File: src/shared/srwg_pkg.sv
package srwg_pkg;
// Operation
// RULE1 - resets held through low supply, then timeout
// RULE2 - active-high reset mirrors low reset, open drain
// RULE3 - steady strobe past watchdog period forces reset
// RULE4 - any strobe edge restarts watchdog count
// RULE5 - floating strobe disables the watchdog
// RULE6 - watchdog ignored while supply low
// RULE7 - internal default: 1.6 s watchdog, 200 ms reset
// RULE8 - timebase input low: 100 ms normal period
// RULE9 - external clock: 2048 reset, 4096 first
// RULE10 - capacitor mode scales periods with capacitance
// RULE11 - undriven oscillator select reads high
// RULE12 - supply-low flag follows comparator, no delay
// RULE13 - gated enable low only when passing
// RULE14 - low enable lingers until high or limit
// RULE15 - watchdog reset gates enable like power-down
// RULE16 - gate closed through power-up until release
// RULE17 - pull-up holds gated output high when closed
// RULE18 - battery chosen when below threshold and battery
// RULE19 - backup indication follows selected source
// RULE20 - switchover never alters reset generation
// RULE21 - power-fail flag follows sense, nothing else
// RULE22 - comparator decisions synchronised before use
// RULE23 - periods counted in ticks, first period restarts

	localparam int CLK_NS = 40;
	// internal timebase tick is one millisecond
	localparam int TICK_US = 1000;
	localparam int TICK_CYC = TICK_US * 1000 / CLK_NS;
	localparam int CE_HOLD_NS = 12000;
	localparam int CE_HOLD_CYC = CE_HOLD_NS / CLK_NS;
	localparam int HOLD_W = 9;
	localparam int CNT_W = 13;
	localparam int APB_AW = 8;

	localparam logic [CNT_W-1:0] INT_RST_MS = 13'h0c8;
	localparam logic [CNT_W-1:0] INT_WD_LONG_MS = 13'h640;
	localparam logic [CNT_W-1:0] INT_WD_SHORT_MS = 13'h064;
	localparam logic [CNT_W-1:0] EXT_RST_CLKS = 13'h800;
	localparam logic [CNT_W-1:0] EXT_WD_FIRST_CLKS = 13'h1000;
	localparam logic [CNT_W-1:0] EXT_WD_NORM_CLKS = 13'h400;
	// capacitor mode counts are milliseconds per reference capacitance
	localparam logic [CNT_W-1:0] CAP_WD_NORM = 13'h258;
	localparam logic [CNT_W-1:0] CAP_WD_FIRST = 13'h960;
	localparam logic [CNT_W-1:0] CAP_RST = 13'h4b0;
	localparam logic [7:0] CAP_REF_PF = 8'h2f;

	localparam logic [APB_AW-1:0] CTRL_OFS = 8'h00;
	localparam logic [APB_AW-1:0] STAT_OFS = 8'h04;
	localparam logic [APB_AW-1:0] CNT_OFS = 8'h08;

	localparam int SY_LOW = 0;
	localparam int SY_BATT = 1;
	localparam int SY_PF = 2;
	localparam int SY_WD = 3;
	localparam int SY_FLT = 4;
	localparam int SY_TB = 5;
	localparam int SY_N = 6;

	typedef enum logic [1:0] {
		ST_LOW = 2'h0,
		ST_TMO = 2'h1,
		ST_RUN = 2'h2
	} srwg_st_t;

	typedef enum logic [1:0] {
		M_INT_LONG = 2'h0,
		M_INT_SHORT = 2'h1,
		M_EXT = 2'h2,
		M_CAP = 2'h3
	} srwg_mode_t;

	typedef struct packed {
		logic psel;
		logic penable;
		logic pwrite;
		logic [APB_AW-1:0] paddr;
		logic [31:0] pwdata;
	} srwg_apb_t;

	typedef struct packed {
		logic [22:0] rsvd;
		logic [7:0] cap_pf;
		logic ext_clk;
	} srwg_ctrl_t;

	typedef struct packed {
		logic [21:0] rsvd;
		logic rst_hi_pin;
		logic wd_float;
		logic first;
		logic backup;
		logic gate_en;
		logic reset_n;
		srwg_mode_t mode;
		srwg_st_t st;
	} srwg_stat_t;

	typedef struct packed {
		logic [SY_N-1:0] sy1;
		logic [SY_N-1:0] sy2;
		logic wd_d;
		logic tb_d;
		logic [31:0] presc;
		logic [CNT_W-1:0] cnt;
		srwg_st_t st;
		logic first;
		logic gate_en;
		logic [HOLD_W-1:0] hold;
		logic reset_n;
		logic low_line_n;
		logic pf_n;
		logic backup;
		logic ce_out_n;
		srwg_ctrl_t ctrl;
		logic [31:0] prdata;
		logic pslverr;
	} srwg_state_t;

	localparam srwg_ctrl_t CTRL_RST = '{rsvd: '0, cap_pf: CAP_REF_PF, ext_clk: 1'h0};

	localparam srwg_state_t RST_VAL = '{
		sy1: '0, sy2: '0, wd_d: 1'h0, tb_d: 1'h0, presc: '0, cnt: '0,
		st: ST_LOW, first: 1'h1, gate_en: 1'h0, hold: '0,
		reset_n: 1'h0, low_line_n: 1'h1, pf_n: 1'h1, backup: 1'h0,
		ce_out_n: 1'h1, ctrl: CTRL_RST, prdata: '0, pslverr: 1'h0
	};
endpackage

File: src/verilog/srwg_top.sv
// Decided for this implementation: the placing of the registers and the APB slave port.
`timescale 1ns/10ps
module srwg_top #(
	parameter int TICK_CYC = srwg_pkg::TICK_CYC
) (
	input wire logic core_clk,
	input wire logic rstn,
	input wire srwg_pkg::srwg_apb_t apb_req,
	output logic pready,
	output logic [31:0] prdata,
	output logic pslverr,
	input wire logic supply_low_in,
	input wire logic supply_below_backup_in,
	input wire logic powerfail_sense_low_in,
	input wire logic watchdog_strobe_in,
	input wire logic watchdog_float_in,
	input wire logic timebase_select,
	input wire logic timebase_input,
	input wire logic ce_in_n,
	output logic reset_n,
	output logic reset_hi_o,
	output logic reset_hi_oe,
	input wire logic reset_hi_in,
	output logic low_line_n,
	output logic powerfail_flag_n,
	output logic backup_active,
	output logic ce_out_n,
	output logic ce_pullup_on
);
	srwg_pkg::srwg_state_t s_r;
	srwg_pkg::srwg_state_t s_nxt;
	srwg_pkg::srwg_mode_t mode;
	srwg_pkg::srwg_stat_t stat;
	logic sl;
	logic sb;
	logic pf;
	logic flt;
	logic wd_edge;
	logic tick;
	logic reset_act;
	logic setup;
	logic wr;
	logic [31:0] acc;
	logic [31:0] cap_lim;
	logic [srwg_pkg::CNT_W-1:0] rst_t;
	logic [srwg_pkg::CNT_W-1:0] wd_t;

	always_comb begin
		s_nxt = s_r;
		stat = '0;
		tick = 1'h0;
		rst_t = srwg_pkg::INT_RST_MS;
		wd_t = srwg_pkg::INT_WD_LONG_MS;

		// comparator decisions pass two flops before any use
		s_nxt.sy1 = {timebase_input, watchdog_float_in, watchdog_strobe_in,
			powerfail_sense_low_in, supply_below_backup_in, supply_low_in}; // RULE22
		s_nxt.sy2 = s_r.sy1; // RULE22
		s_nxt.wd_d = s_r.sy2[srwg_pkg::SY_WD];
		s_nxt.tb_d = s_r.sy2[srwg_pkg::SY_TB];
		sl = s_r.sy2[srwg_pkg::SY_LOW];
		sb = s_r.sy2[srwg_pkg::SY_BATT];
		pf = s_r.sy2[srwg_pkg::SY_PF];
		flt = s_r.sy2[srwg_pkg::SY_FLT];
		wd_edge = s_r.sy2[srwg_pkg::SY_WD] ^ s_r.wd_d; // RULE4

		// an open select pin arrives here high through its pull-up
		if (timebase_select) begin // RULE11
			if (s_r.sy2[srwg_pkg::SY_TB]) begin
				mode = srwg_pkg::M_INT_LONG; // RULE7
			end else begin
				mode = srwg_pkg::M_INT_SHORT; // RULE8
			end
		end else if (s_r.ctrl.ext_clk) begin
			mode = srwg_pkg::M_EXT;
		end else begin
			mode = srwg_pkg::M_CAP;
		end

		unique case (mode)
			srwg_pkg::M_INT_LONG: begin
				rst_t = srwg_pkg::INT_RST_MS; // RULE7
				wd_t = srwg_pkg::INT_WD_LONG_MS; // RULE7
			end
			srwg_pkg::M_INT_SHORT: begin
				rst_t = srwg_pkg::INT_RST_MS;
				wd_t = s_r.first ? srwg_pkg::INT_WD_LONG_MS : srwg_pkg::INT_WD_SHORT_MS; // RULE8
			end
			srwg_pkg::M_EXT: begin
				rst_t = srwg_pkg::EXT_RST_CLKS; // RULE9
				wd_t = s_r.first ? srwg_pkg::EXT_WD_FIRST_CLKS : srwg_pkg::EXT_WD_NORM_CLKS; // RULE9
			end
			srwg_pkg::M_CAP: begin
				rst_t = srwg_pkg::CAP_RST; // RULE10
				wd_t = s_r.first ? srwg_pkg::CAP_WD_FIRST : srwg_pkg::CAP_WD_NORM; // RULE10
			end
		endcase

		// capacitor mode: fractional tick of cap_pf/47 ms on average
		cap_lim = 32'(s_r.ctrl.cap_pf) * 32'(TICK_CYC);
		acc = s_r.presc + 32'(srwg_pkg::CAP_REF_PF);
		unique case (mode)
			srwg_pkg::M_EXT: begin
				s_nxt.presc = '0;
				tick = s_r.sy2[srwg_pkg::SY_TB] & ~s_r.tb_d;
			end
			srwg_pkg::M_CAP: begin
				if (acc >= cap_lim) begin
					tick = 1'h1; // RULE10
					s_nxt.presc = acc - cap_lim;
				end else begin
					s_nxt.presc = acc;
				end
			end
			srwg_pkg::M_INT_LONG, srwg_pkg::M_INT_SHORT: begin
				if (s_r.presc >= 32'(TICK_CYC - 1)) begin
					tick = 1'h1;
					s_nxt.presc = '0;
				end else begin
					s_nxt.presc = s_r.presc + 32'h1;
				end
			end
		endcase

		unique case (s_r.st)
			srwg_pkg::ST_LOW: begin
				s_nxt.cnt = '0;
				if (!sl) begin
					s_nxt.st = srwg_pkg::ST_TMO; // RULE1
				end
			end
			srwg_pkg::ST_TMO: begin
				if (tick) begin
					if (s_r.cnt >= rst_t - 13'h001) begin
						s_nxt.st = srwg_pkg::ST_RUN; // RULE1
						s_nxt.cnt = '0;
						s_nxt.first = 1'h1; // RULE23
					end else begin
						s_nxt.cnt = s_r.cnt + 13'h001; // RULE23
					end
				end
			end
			srwg_pkg::ST_RUN: begin
				if (flt) begin
					s_nxt.cnt = '0; // RULE5
				end else if (wd_edge) begin
					s_nxt.cnt = '0; // RULE4
					s_nxt.first = 1'h0;
				end else if (tick) begin
					if (s_r.cnt >= wd_t - 13'h001) begin
						s_nxt.st = srwg_pkg::ST_TMO; // RULE3
						s_nxt.cnt = '0;
					end else begin
						s_nxt.cnt = s_r.cnt + 13'h001; // RULE23
					end
				end
			end
			default: begin
				s_nxt.st = srwg_pkg::ST_LOW;
				s_nxt.cnt = '0;
			end
		endcase
		// a low supply overrides everything and silences the watchdog
		if (sl) begin
			s_nxt.st = srwg_pkg::ST_LOW; // RULE1 RULE6
			s_nxt.cnt = '0;
		end

		// gate: closed in reset, but a cycle already low may finish
		reset_act = s_r.st != srwg_pkg::ST_RUN;
		if (!reset_act) begin
			s_nxt.gate_en = 1'h1;
			s_nxt.hold = '0;
		end else if (s_r.gate_en) begin
			s_nxt.hold = s_r.hold + 9'h001;
			s_nxt.gate_en = ~ce_in_n &
				(s_r.hold != 9'(srwg_pkg::CE_HOLD_CYC - 1)); // RULE14 RULE15
		end else begin
			s_nxt.gate_en = 1'h0; // RULE16
		end
		s_nxt.ce_out_n = s_nxt.gate_en ? ce_in_n : 1'h1; // RULE13 RULE17

		s_nxt.reset_n = s_nxt.st == srwg_pkg::ST_RUN; // RULE1
		s_nxt.low_line_n = ~sl; // RULE12
		s_nxt.pf_n = ~pf; // RULE21
		// switchover decision kept apart from the reset path
		s_nxt.backup = sl & sb; // RULE18 RULE19 RULE20

		stat.rst_hi_pin = reset_hi_in;
		stat.wd_float = flt;
		stat.first = s_r.first;
		stat.backup = s_r.backup;
		stat.gate_en = s_r.gate_en;
		stat.reset_n = s_r.reset_n;
		stat.mode = mode;
		stat.st = s_r.st;

		// read data is staged in the setup phase, so no wait states
		setup = apb_req.psel & ~apb_req.penable;
		wr = apb_req.psel & apb_req.penable & apb_req.pwrite;
		if (setup) begin
			s_nxt.pslverr = 1'h0;
			unique case (apb_req.paddr)
				srwg_pkg::CTRL_OFS: s_nxt.prdata = 32'(s_r.ctrl);
				srwg_pkg::STAT_OFS: s_nxt.prdata = 32'(stat);
				srwg_pkg::CNT_OFS: s_nxt.prdata = 32'(s_r.cnt);
				default: begin
					s_nxt.prdata = '0;
					s_nxt.pslverr = 1'h1;
				end
			endcase
		end
		if (wr && apb_req.paddr == srwg_pkg::CTRL_OFS) begin
			s_nxt.ctrl = srwg_pkg::srwg_ctrl_t'(apb_req.pwdata);
			s_nxt.ctrl.rsvd = '0;
		end
	end

	always_ff @(posedge core_clk) begin
		if (!rstn) begin
			s_r <= srwg_pkg::RST_VAL;
		end else begin
			s_r <= s_nxt;
		end
	end

	assign pready = 1'h1;
	assign prdata = s_r.prdata;
	assign pslverr = s_r.pslverr;
	assign reset_n = s_r.reset_n;
	// open drain: pulls low only while reset is released
	assign reset_hi_o = 1'h0; // RULE2
	assign reset_hi_oe = s_r.reset_n; // RULE2
	assign low_line_n = s_r.low_line_n;
	assign powerfail_flag_n = s_r.pf_n;
	assign backup_active = s_r.backup;
	assign ce_out_n = s_r.ce_out_n;
	assign ce_pullup_on = ~s_r.gate_en; // RULE17
endmodule

File: config.mk
export PLATFORM = sky130hd
export DESIGN_NAME = srwg_top
export DESIGN_NICKNAME = d
export VERILOG_FILES = /design/src/shared/srwg_pkg.sv /design/src/verilog/srwg_top.sv
export SDC_FILE = /design/constraint.sdc
export NUM_CORES = 1
export LEC_CHECK = 0
export BUFFER_PORTS_ARGS = -buffer_cell sky130_fd_sc_hd__buf_2
export CORE_UTILIZATION = 41
export CTS_CLUSTER_DIAMETER = 120
export DETAILED_ROUTE_END_ITERATION = 12
export PLACE_DENSITY = 0.74
export SETUP_SLACK_MARGIN = 0.5
export SYNTH_ARGS = -nofsm -noshare
export SYNTH_HDL_FRONTEND = slang
export SYNTH_SLANG_ARGS = --single-unit
File: constraint.sdc
create_clock -name core_clk -period 5.35 [get_ports core_clk]
set_input_delay 0.8025 -clock core_clk [delete_from_list [all_inputs] [get_ports core_clk]]
set_output_delay 0.8025 -clock core_clk [all_outputs]
set_load 0.005 [all_outputs]
==> results.yml, run 1 <==
worst_setup_path:
  slowest_stage: "fa_1"
  critPathMaxStageDelay_ns: 0.51
  startpoint_type: "flip-flop"
  cp.arrival_ns: 6.15
  cp.required_ns: 5.57
  path_class: "reg -> reg"
  path_common_cell: "a21oi_2"
  end_kind: "flip-flop"
  cp_max_fo: 5
power:
  ir_drop_v: 0.000265
  power_density_mw_per_mm2: 401
  seq_power_share: 0.237
  intPower_mw: 2.35
  p_leak_nw: 4.64
  p_comb_frac: 0.602
  p_sw_mw: 1.80
  switching_share: 0.434
  pwr-share-clk: 0.161
  p_total_mw: 4.14
logic_synthesis:
  ys_types: 77
  ys_ff_latch: 100
  seq_area_frac_synth: 0.235
  synth_top_area_cell: "dfxtp_1"
  netlist_instances: 1028
  synth-edff-count: 0
  async_flop_share: 0
  synth_area_leaders: "dfxtp_1 (23%), ha_1 (15%), xnor2_1 (5.0%)"
  dominantRegCellSynth: "dfxtp_1"
  synth_warnings: 0
  synth_area_mm2: 0.00852
  yosys.area.top_type_share: 0.235
  avgSynthCellArea_um2: 8.29
placement:
  io_buffers: 51
  hpwl_mm: 16.0
  place_congestion: 0.886
  placed_cell_area_mm2: 0.00951
  dp.cells: 1382
  dp_slack_ns: -0.548
floorplanning:
  fp.dieW_um: 146
  initial_core_util: 0.420
  io_pins: 96
  core_area_mm2: 0.0203
  dieArea_mm2: 0.0214
  rows: 52
  die_h_um: 146
cells_and_area:
  areaGrowthSynthToFinish_pct: 21.1
  antenna_cells: 0
  fin_nets: 1315
  final_cells: 1424
  final_util: 0.509
  final_cell_area_mm2: 0.0103
  drive_gt1_frac: 0.231
sta:
  period_needed_ns: 5.93
  holdWs_ns: 0.370
  hold_violations: 0
  slew_headroom: 0.247
  setup_tns_ns: -21.68
  rsz0062_at_grt: "yes"
  maxSlewViolCount: 0
  setup_viol: 46
  finalCritPeriodShare: 1.11
  fmax_mhz: 169
  finalClockSkew_ns: 0.0103
  fin_ws_ns: -0.580
  worst_slew_pin_slew_ns: 1.13
routing:
  wl_per_cell_um: 15.3
  wl_mm: 21.7
  ant_nets: 0
  initialDrtViolationCount: 520
  drc: 0
  dr.pass1.iters: 5
  vias: 7805
  avgViaCountPerCell: 5.48
cts:
  cts_root_buf: "clkbuf_16"
  hold_buffers: 0
  cts_buffers: 9
  clk_path_buf_depth: 2
  worst_skew_pair.late_latency_ns: 0.37
  cts_tree: "built"
  cts_max_level: 3
  clkSinkCount: 100
  cts.clk_slew.worst_paths_ns: 0.08
min_path:
  hold_class: "reg -> reg"
global_routing:
  grt_max_degree: 49
  grt_usage: 0.202
  grt_pass1_wl_mm: 35.3
  antenna_found_initial: 0
  grt-ovfl-total: 0
  first_global_vias: 7292
status:
  status: "finished, violations left"
  violations: "negative setup slack"
flow_run:
  drv_cap: 0
## synthesized netlist by cell type, drive strengths merged, types with 4 or more instances
cell type / number
dfxtp: 100
ha: 99
nand2: 83
nor2: 73
a21oi: 64
xnor2: 50
buf: 47
inv: 41
nand3: 39
o21ai: 34
xor2: 31
clkbuf: 27
nor2b: 25
mux2i: 23
nor3: 23
and2: 19
nand4: 19
and3: 18
nand2b: 16
a21o: 15
a22oi: 13
fa: 13
or3: 12
nor4: 11
o22ai: 11
a211oi: 10
a31oi: 10
a22o: 8
o21a: 8
o21bai: 7
or4: 7
a21boi: 6
o211ai: 6
or2: 6
o31ai: 5
a211o: 4
and4: 4
nor3b: 4
o211a: 4
o32ai: 4
## area by class of cell
type                    instances  area [um2]
multi-input cells             833        6340
fillers                      1863        9970
repair buffers                164        1180
flip-flops and latches        100        2010
inverters                      41         154
well taps                     270         338
clock inverters                 7        78.8
clock buffers                   9         225
## sequential cells by signal, summed over array words and instances (netlist names)
name and flops:
backup_active 1, ce_out_n 1, flt 1, low_line_n 1
pf 1, powerfail_flag_n 1, prdata 13, pslverr 1
reset_hi_oe 1, s_nxt 8, s_r 71
## power groups by stage
stage,clock (mW),combinational (mW),sequential [mW]
floorplan,0,1.33,0.921
global placement,0,1.73,0.987
detailed placement,0,1.76,0.989
CTS,0.676,2.30,0.974
global route,0.701,2.67,0.995
finish,0.668,2.50,0.981
## what timing repair did
action                     CTS  global route
buffers inserted            19             5
setup endpoints to repair   46            46
gates resized for setup     66            12
cloned                       2             0
pin swaps                   35            30
## cell usage in the layout (no fill, tap or decap), types with 29 or more instances in the layout
master and count:
a21oi_1 46, buf_2 51, buf_4 95, dfxtp_1 97, ha_1 93, inv_1 39, nand2_1 82, nand3_1 36
nor2_1 66, o21ai_0 29, xnor2_1 48, xor2_1 30
## logic make-up after synthesis
family                     share of synthesized area
muxes                                         0.0283
AOI/OAI and AO/OA                              0.179
adders and majority gates                      0.176
other                                       0.000881
DFF                                            0.235
xor gates and xnor gates                      0.0850
and+or+nand+nor                                0.226
buffers and inverters                         0.0700
## path summary, 6_finish.rpt
path	from	endpoint	slack [ns]	cells after the start
worst max-delay path	s_r[36]	s_r[123]	-0.58	28
worst min-delay path	pf	powerfail_flag_n	0.37	1
worst max register to register	s_r[36]	s_r[123]	-0.58	28
worst min register to register	pf	powerfail_flag_n	0.37	1
## per-layer routing
metal	track usage	vias up	part of all wire
met1	0.266	3685	0.45
met5	0	-	0
li1	-	3873	-
met2	0.340	207	0.48
met3	0.0247	40	0.046
met4	0.0719	0	0.022
## worst max-delay path, delay by kind of cell (launching register included)
family                   cells  cell delay, ns
AO/OA/AOI/OAI               13            2.16
XOR/XNOR                     1            0.16
adder cells (fa/ha/maj)      6            2.02
buffers and inverters        4            0.45
flip-flops                   1            0.35
AND/OR/NAND/NOR              4            0.63
No activity file was read; power rests on OpenSTA's default activity.
==> inputs of run 2 (changes only) <==
--- a/config.mk
+++ b/config.mk
@@ -7,10 +7,10 @@
 export LEC_CHECK = 0
 export BUFFER_PORTS_ARGS = -buffer_cell sky130_fd_sc_hd__buf_2
 export CORE_UTILIZATION = 41
-export CTS_CLUSTER_DIAMETER = 120
 export DETAILED_ROUTE_END_ITERATION = 12
 export PLACE_DENSITY = 0.74
 export SETUP_SLACK_MARGIN = 0.5
+export SKIP_LAST_GASP = 1
 export SYNTH_ARGS = -nofsm -noshare
 export SYNTH_HDL_FRONTEND = slang
 export SYNTH_SLANG_ARGS = --single-unit
==> run 2 against run 1 <==
Against the previous run: the flow still finishes with violations (negative setup slack); fmax grew 0.32%; global-route usage decreased by 0.067 points; clock skew up 0.00076 ns; final cell count barely moved; wire length grew 0.37%; worst hold slack is essentially flat; via count is 0.68% higher.
==> results.yml, run 2 (synthesis gave the netlist of run 1 again) <==
sta:
  holdWs_ns: 0.370
  worst_slew_pin_slew_ns: 1.12
  hold_violations: 0
  finalCritPeriodShare: 1.10
  period_needed_ns: 5.91
  rsz0062_at_grt: "yes"
  finalClockSkew_ns: 0.0111
  maxSlewViolCount: 0
  setup_viol: 46
  fin_ws_ns: -0.561
  slew_headroom: 0.251
  fmax_mhz: 169
routing:
  avgViaCountPerCell: 5.51
  vias: 7858
  initialDrtViolationCount: 485
  wl_mm: 21.8
  dr.pass1.iters: 5
  drc: 0
  ant_nets: 0
  wl_per_cell_um: 15.3
cts:
  worst_skew_pair.late_latency_ns: 0.37
  cts_root_buf: "clkbuf_16"
  cts_tree: "built"
  cts.clk_slew.worst_paths_ns: 0.07
  cts_max_level: 3
  hold_buffers: 0
  cts_buffers: 9
  clkSinkCount: 100
  clk_path_buf_depth: 2
flow_run:
  drv_cap: 0
cells_and_area:
  final_cell_area_mm2: 0.0103
  regMostFlops: "s_r"
  antenna_cells: 0
  fin_nets: 1316
  final_cell_mix: "dfxtp_1 (97), buf_4 (97), ha_1 (93)"
  nFillCells: 1863
  final_util: 0.509
  largest_register_ffs: 71
  areaGrowthSynthToFinish_pct: 21.2
  drive_gt1_frac: 0.229
  final_cells: 1425
worst_setup_path:
  end_kind: "flip-flop"
  path_class: "reg -> reg"
  cp.required_ns: 5.60
  cp.arrival_ns: 6.16
  startpoint_type: "flip-flop"
  cp_max_fo: 5
power:
  ir_drop_v: 0.000273
  switching_share: 0.434
  p_total_mw: 4.14
  power_density_mw_per_mm2: 401
  p_leak_nw: 4.65
  p_comb_frac: 0.602
  seq_power_share: 0.237
  pwr-share-clk: 0.161
  intPower_mw: 2.34
  p_sw_mw: 1.80
global_routing:
  grt_usage: 0.202
  first_global_vias: 7264
  grt_max_degree: 49
  busiest_layer: "met2"
  met1_usage: 0.266
  met2_usage: 0.341
  antenna_found_initial: 0
  grt-ovfl-total: 0
  grt_pass1_wl_mm: 35.2
  grt_use_met3: 0.0244
status:
  status: "finished, violations left"
  violations: "negative setup slack"
placement:
  placed_cell_area_mm2: 0.00951
  io_buffers: 51
  hpwl_mm: 16.0
  place_congestion: 0.886
  dp.cells: 1382
floorplanning:
  rows: 52
  dieArea_mm2: 0.0214
  initial_core_util: 0.420
  fp.dieW_um: 146
  die_h_um: 146
  core_area_mm2: 0.0203
  io_pins: 96
min_path:
  hold_class: "reg -> reg"
## run 2: final cells by class
| class | count | area [um2] | share of cell area |
|---|---|---|---|
| Inverter | 41 | 154 | 0.0149 |
| Tap cell | 270 | 338 | 0.0327 |
| Clock inverter | 7 | 78.8 | 0.00763 |
| Timing Repair Buffer | 165 | 1180 | 0.115 |
| Sequential cell | 100 | 2010 | 0.195 |
| Clock buffer | 9 | 225 | 0.0218 |
| Multi-Input combinational cell | 833 | 6340 | 0.614 |
## run 2: final timing paths
kind         depth (start not counted)               end  slack, ns    start
min reg2reg                          1  powerfail_flag_n       0.37       pf
min                                  1  powerfail_flag_n       0.37       pf
max                                 27           s_r[82]      -0.56  s_r[36]
max reg2reg                         27           s_r[82]      -0.56  s_r[36]
## run 2: timing repair
| item | in CTS | in global routing |
|---|---|---|
| setup endpoints to repair | 46 | 46 |
| setup buffers | 19 | 6 |
| pin swaps | 35 | 41 |
| resized for setup | 59 | 16 |
| gates cloned | 2 | 0 |
## run 2: metal layers
| metal | part of all wire | wire (um) |
|---|---|---|
| met1 | 0.46 | 9930 |
| met2 | 0.48 | 10400 |
| met3 | 0.046 | 1000 |
| met4 | 0.019 | 418 |
| met5 | 0 | 0 |
## run 2: worst max-delay path, stage by stage, from the launching register on
cell and delay, ns:
dfxtp_4 0.35, ha_4 0.25, ha_4 0.26, inv_2 0.03, fa_1 0.51, inv_2 0.04
fa_1 0.51, ha_4 0.21, a21o_1 0.17, a21oi_2 0.18, o21bai_1 0.09, a21oi_2 0.16
o21bai_2 0.10, a211oi_2 0.29, o31ai_1 0.12, a21oi_1 0.17, xor2_1 0.16, ha_1 0.28
a211oi_2 0.20, nand2_1 0.12, o21ai_2 0.19, nand4b_1 0.23, a21oi_2 0.22, nand4_1 0.23
buf_6 0.26, o2111ai_4 0.22, a2bb2oi_2 0.18, nor2_1 0.06
## run 2: per-stage QoR
| stage | TNS, ns | setup slack [ns] |
|---|---|---|
| after global placement | -13.19 | -0.415 |
| after floorplan | -0.655 | -0.106 |
| after global routing | -33.11 | -0.821 |
| final | -20.93 | -0.561 |
| after detailed placement | -17.81 | -0.548 |
| after CTS | -11.40 | -0.354 |
## run 2: power groups by stage
| stage | combinational (mW) | clock (mW) | sequential [mW] |
|---|---|---|---|
| after CTS | 2.27 | 0.676 | 0.973 |
| final | 2.49 | 0.667 | 0.982 |
| after detailed placement | 1.76 | 0 | 0.989 |
| after global routing | 2.67 | 0.701 | 0.995 |
| after global placement | 1.73 | 0 | 0.987 |
| after floorplan | 1.33 | 0 | 0.921 |
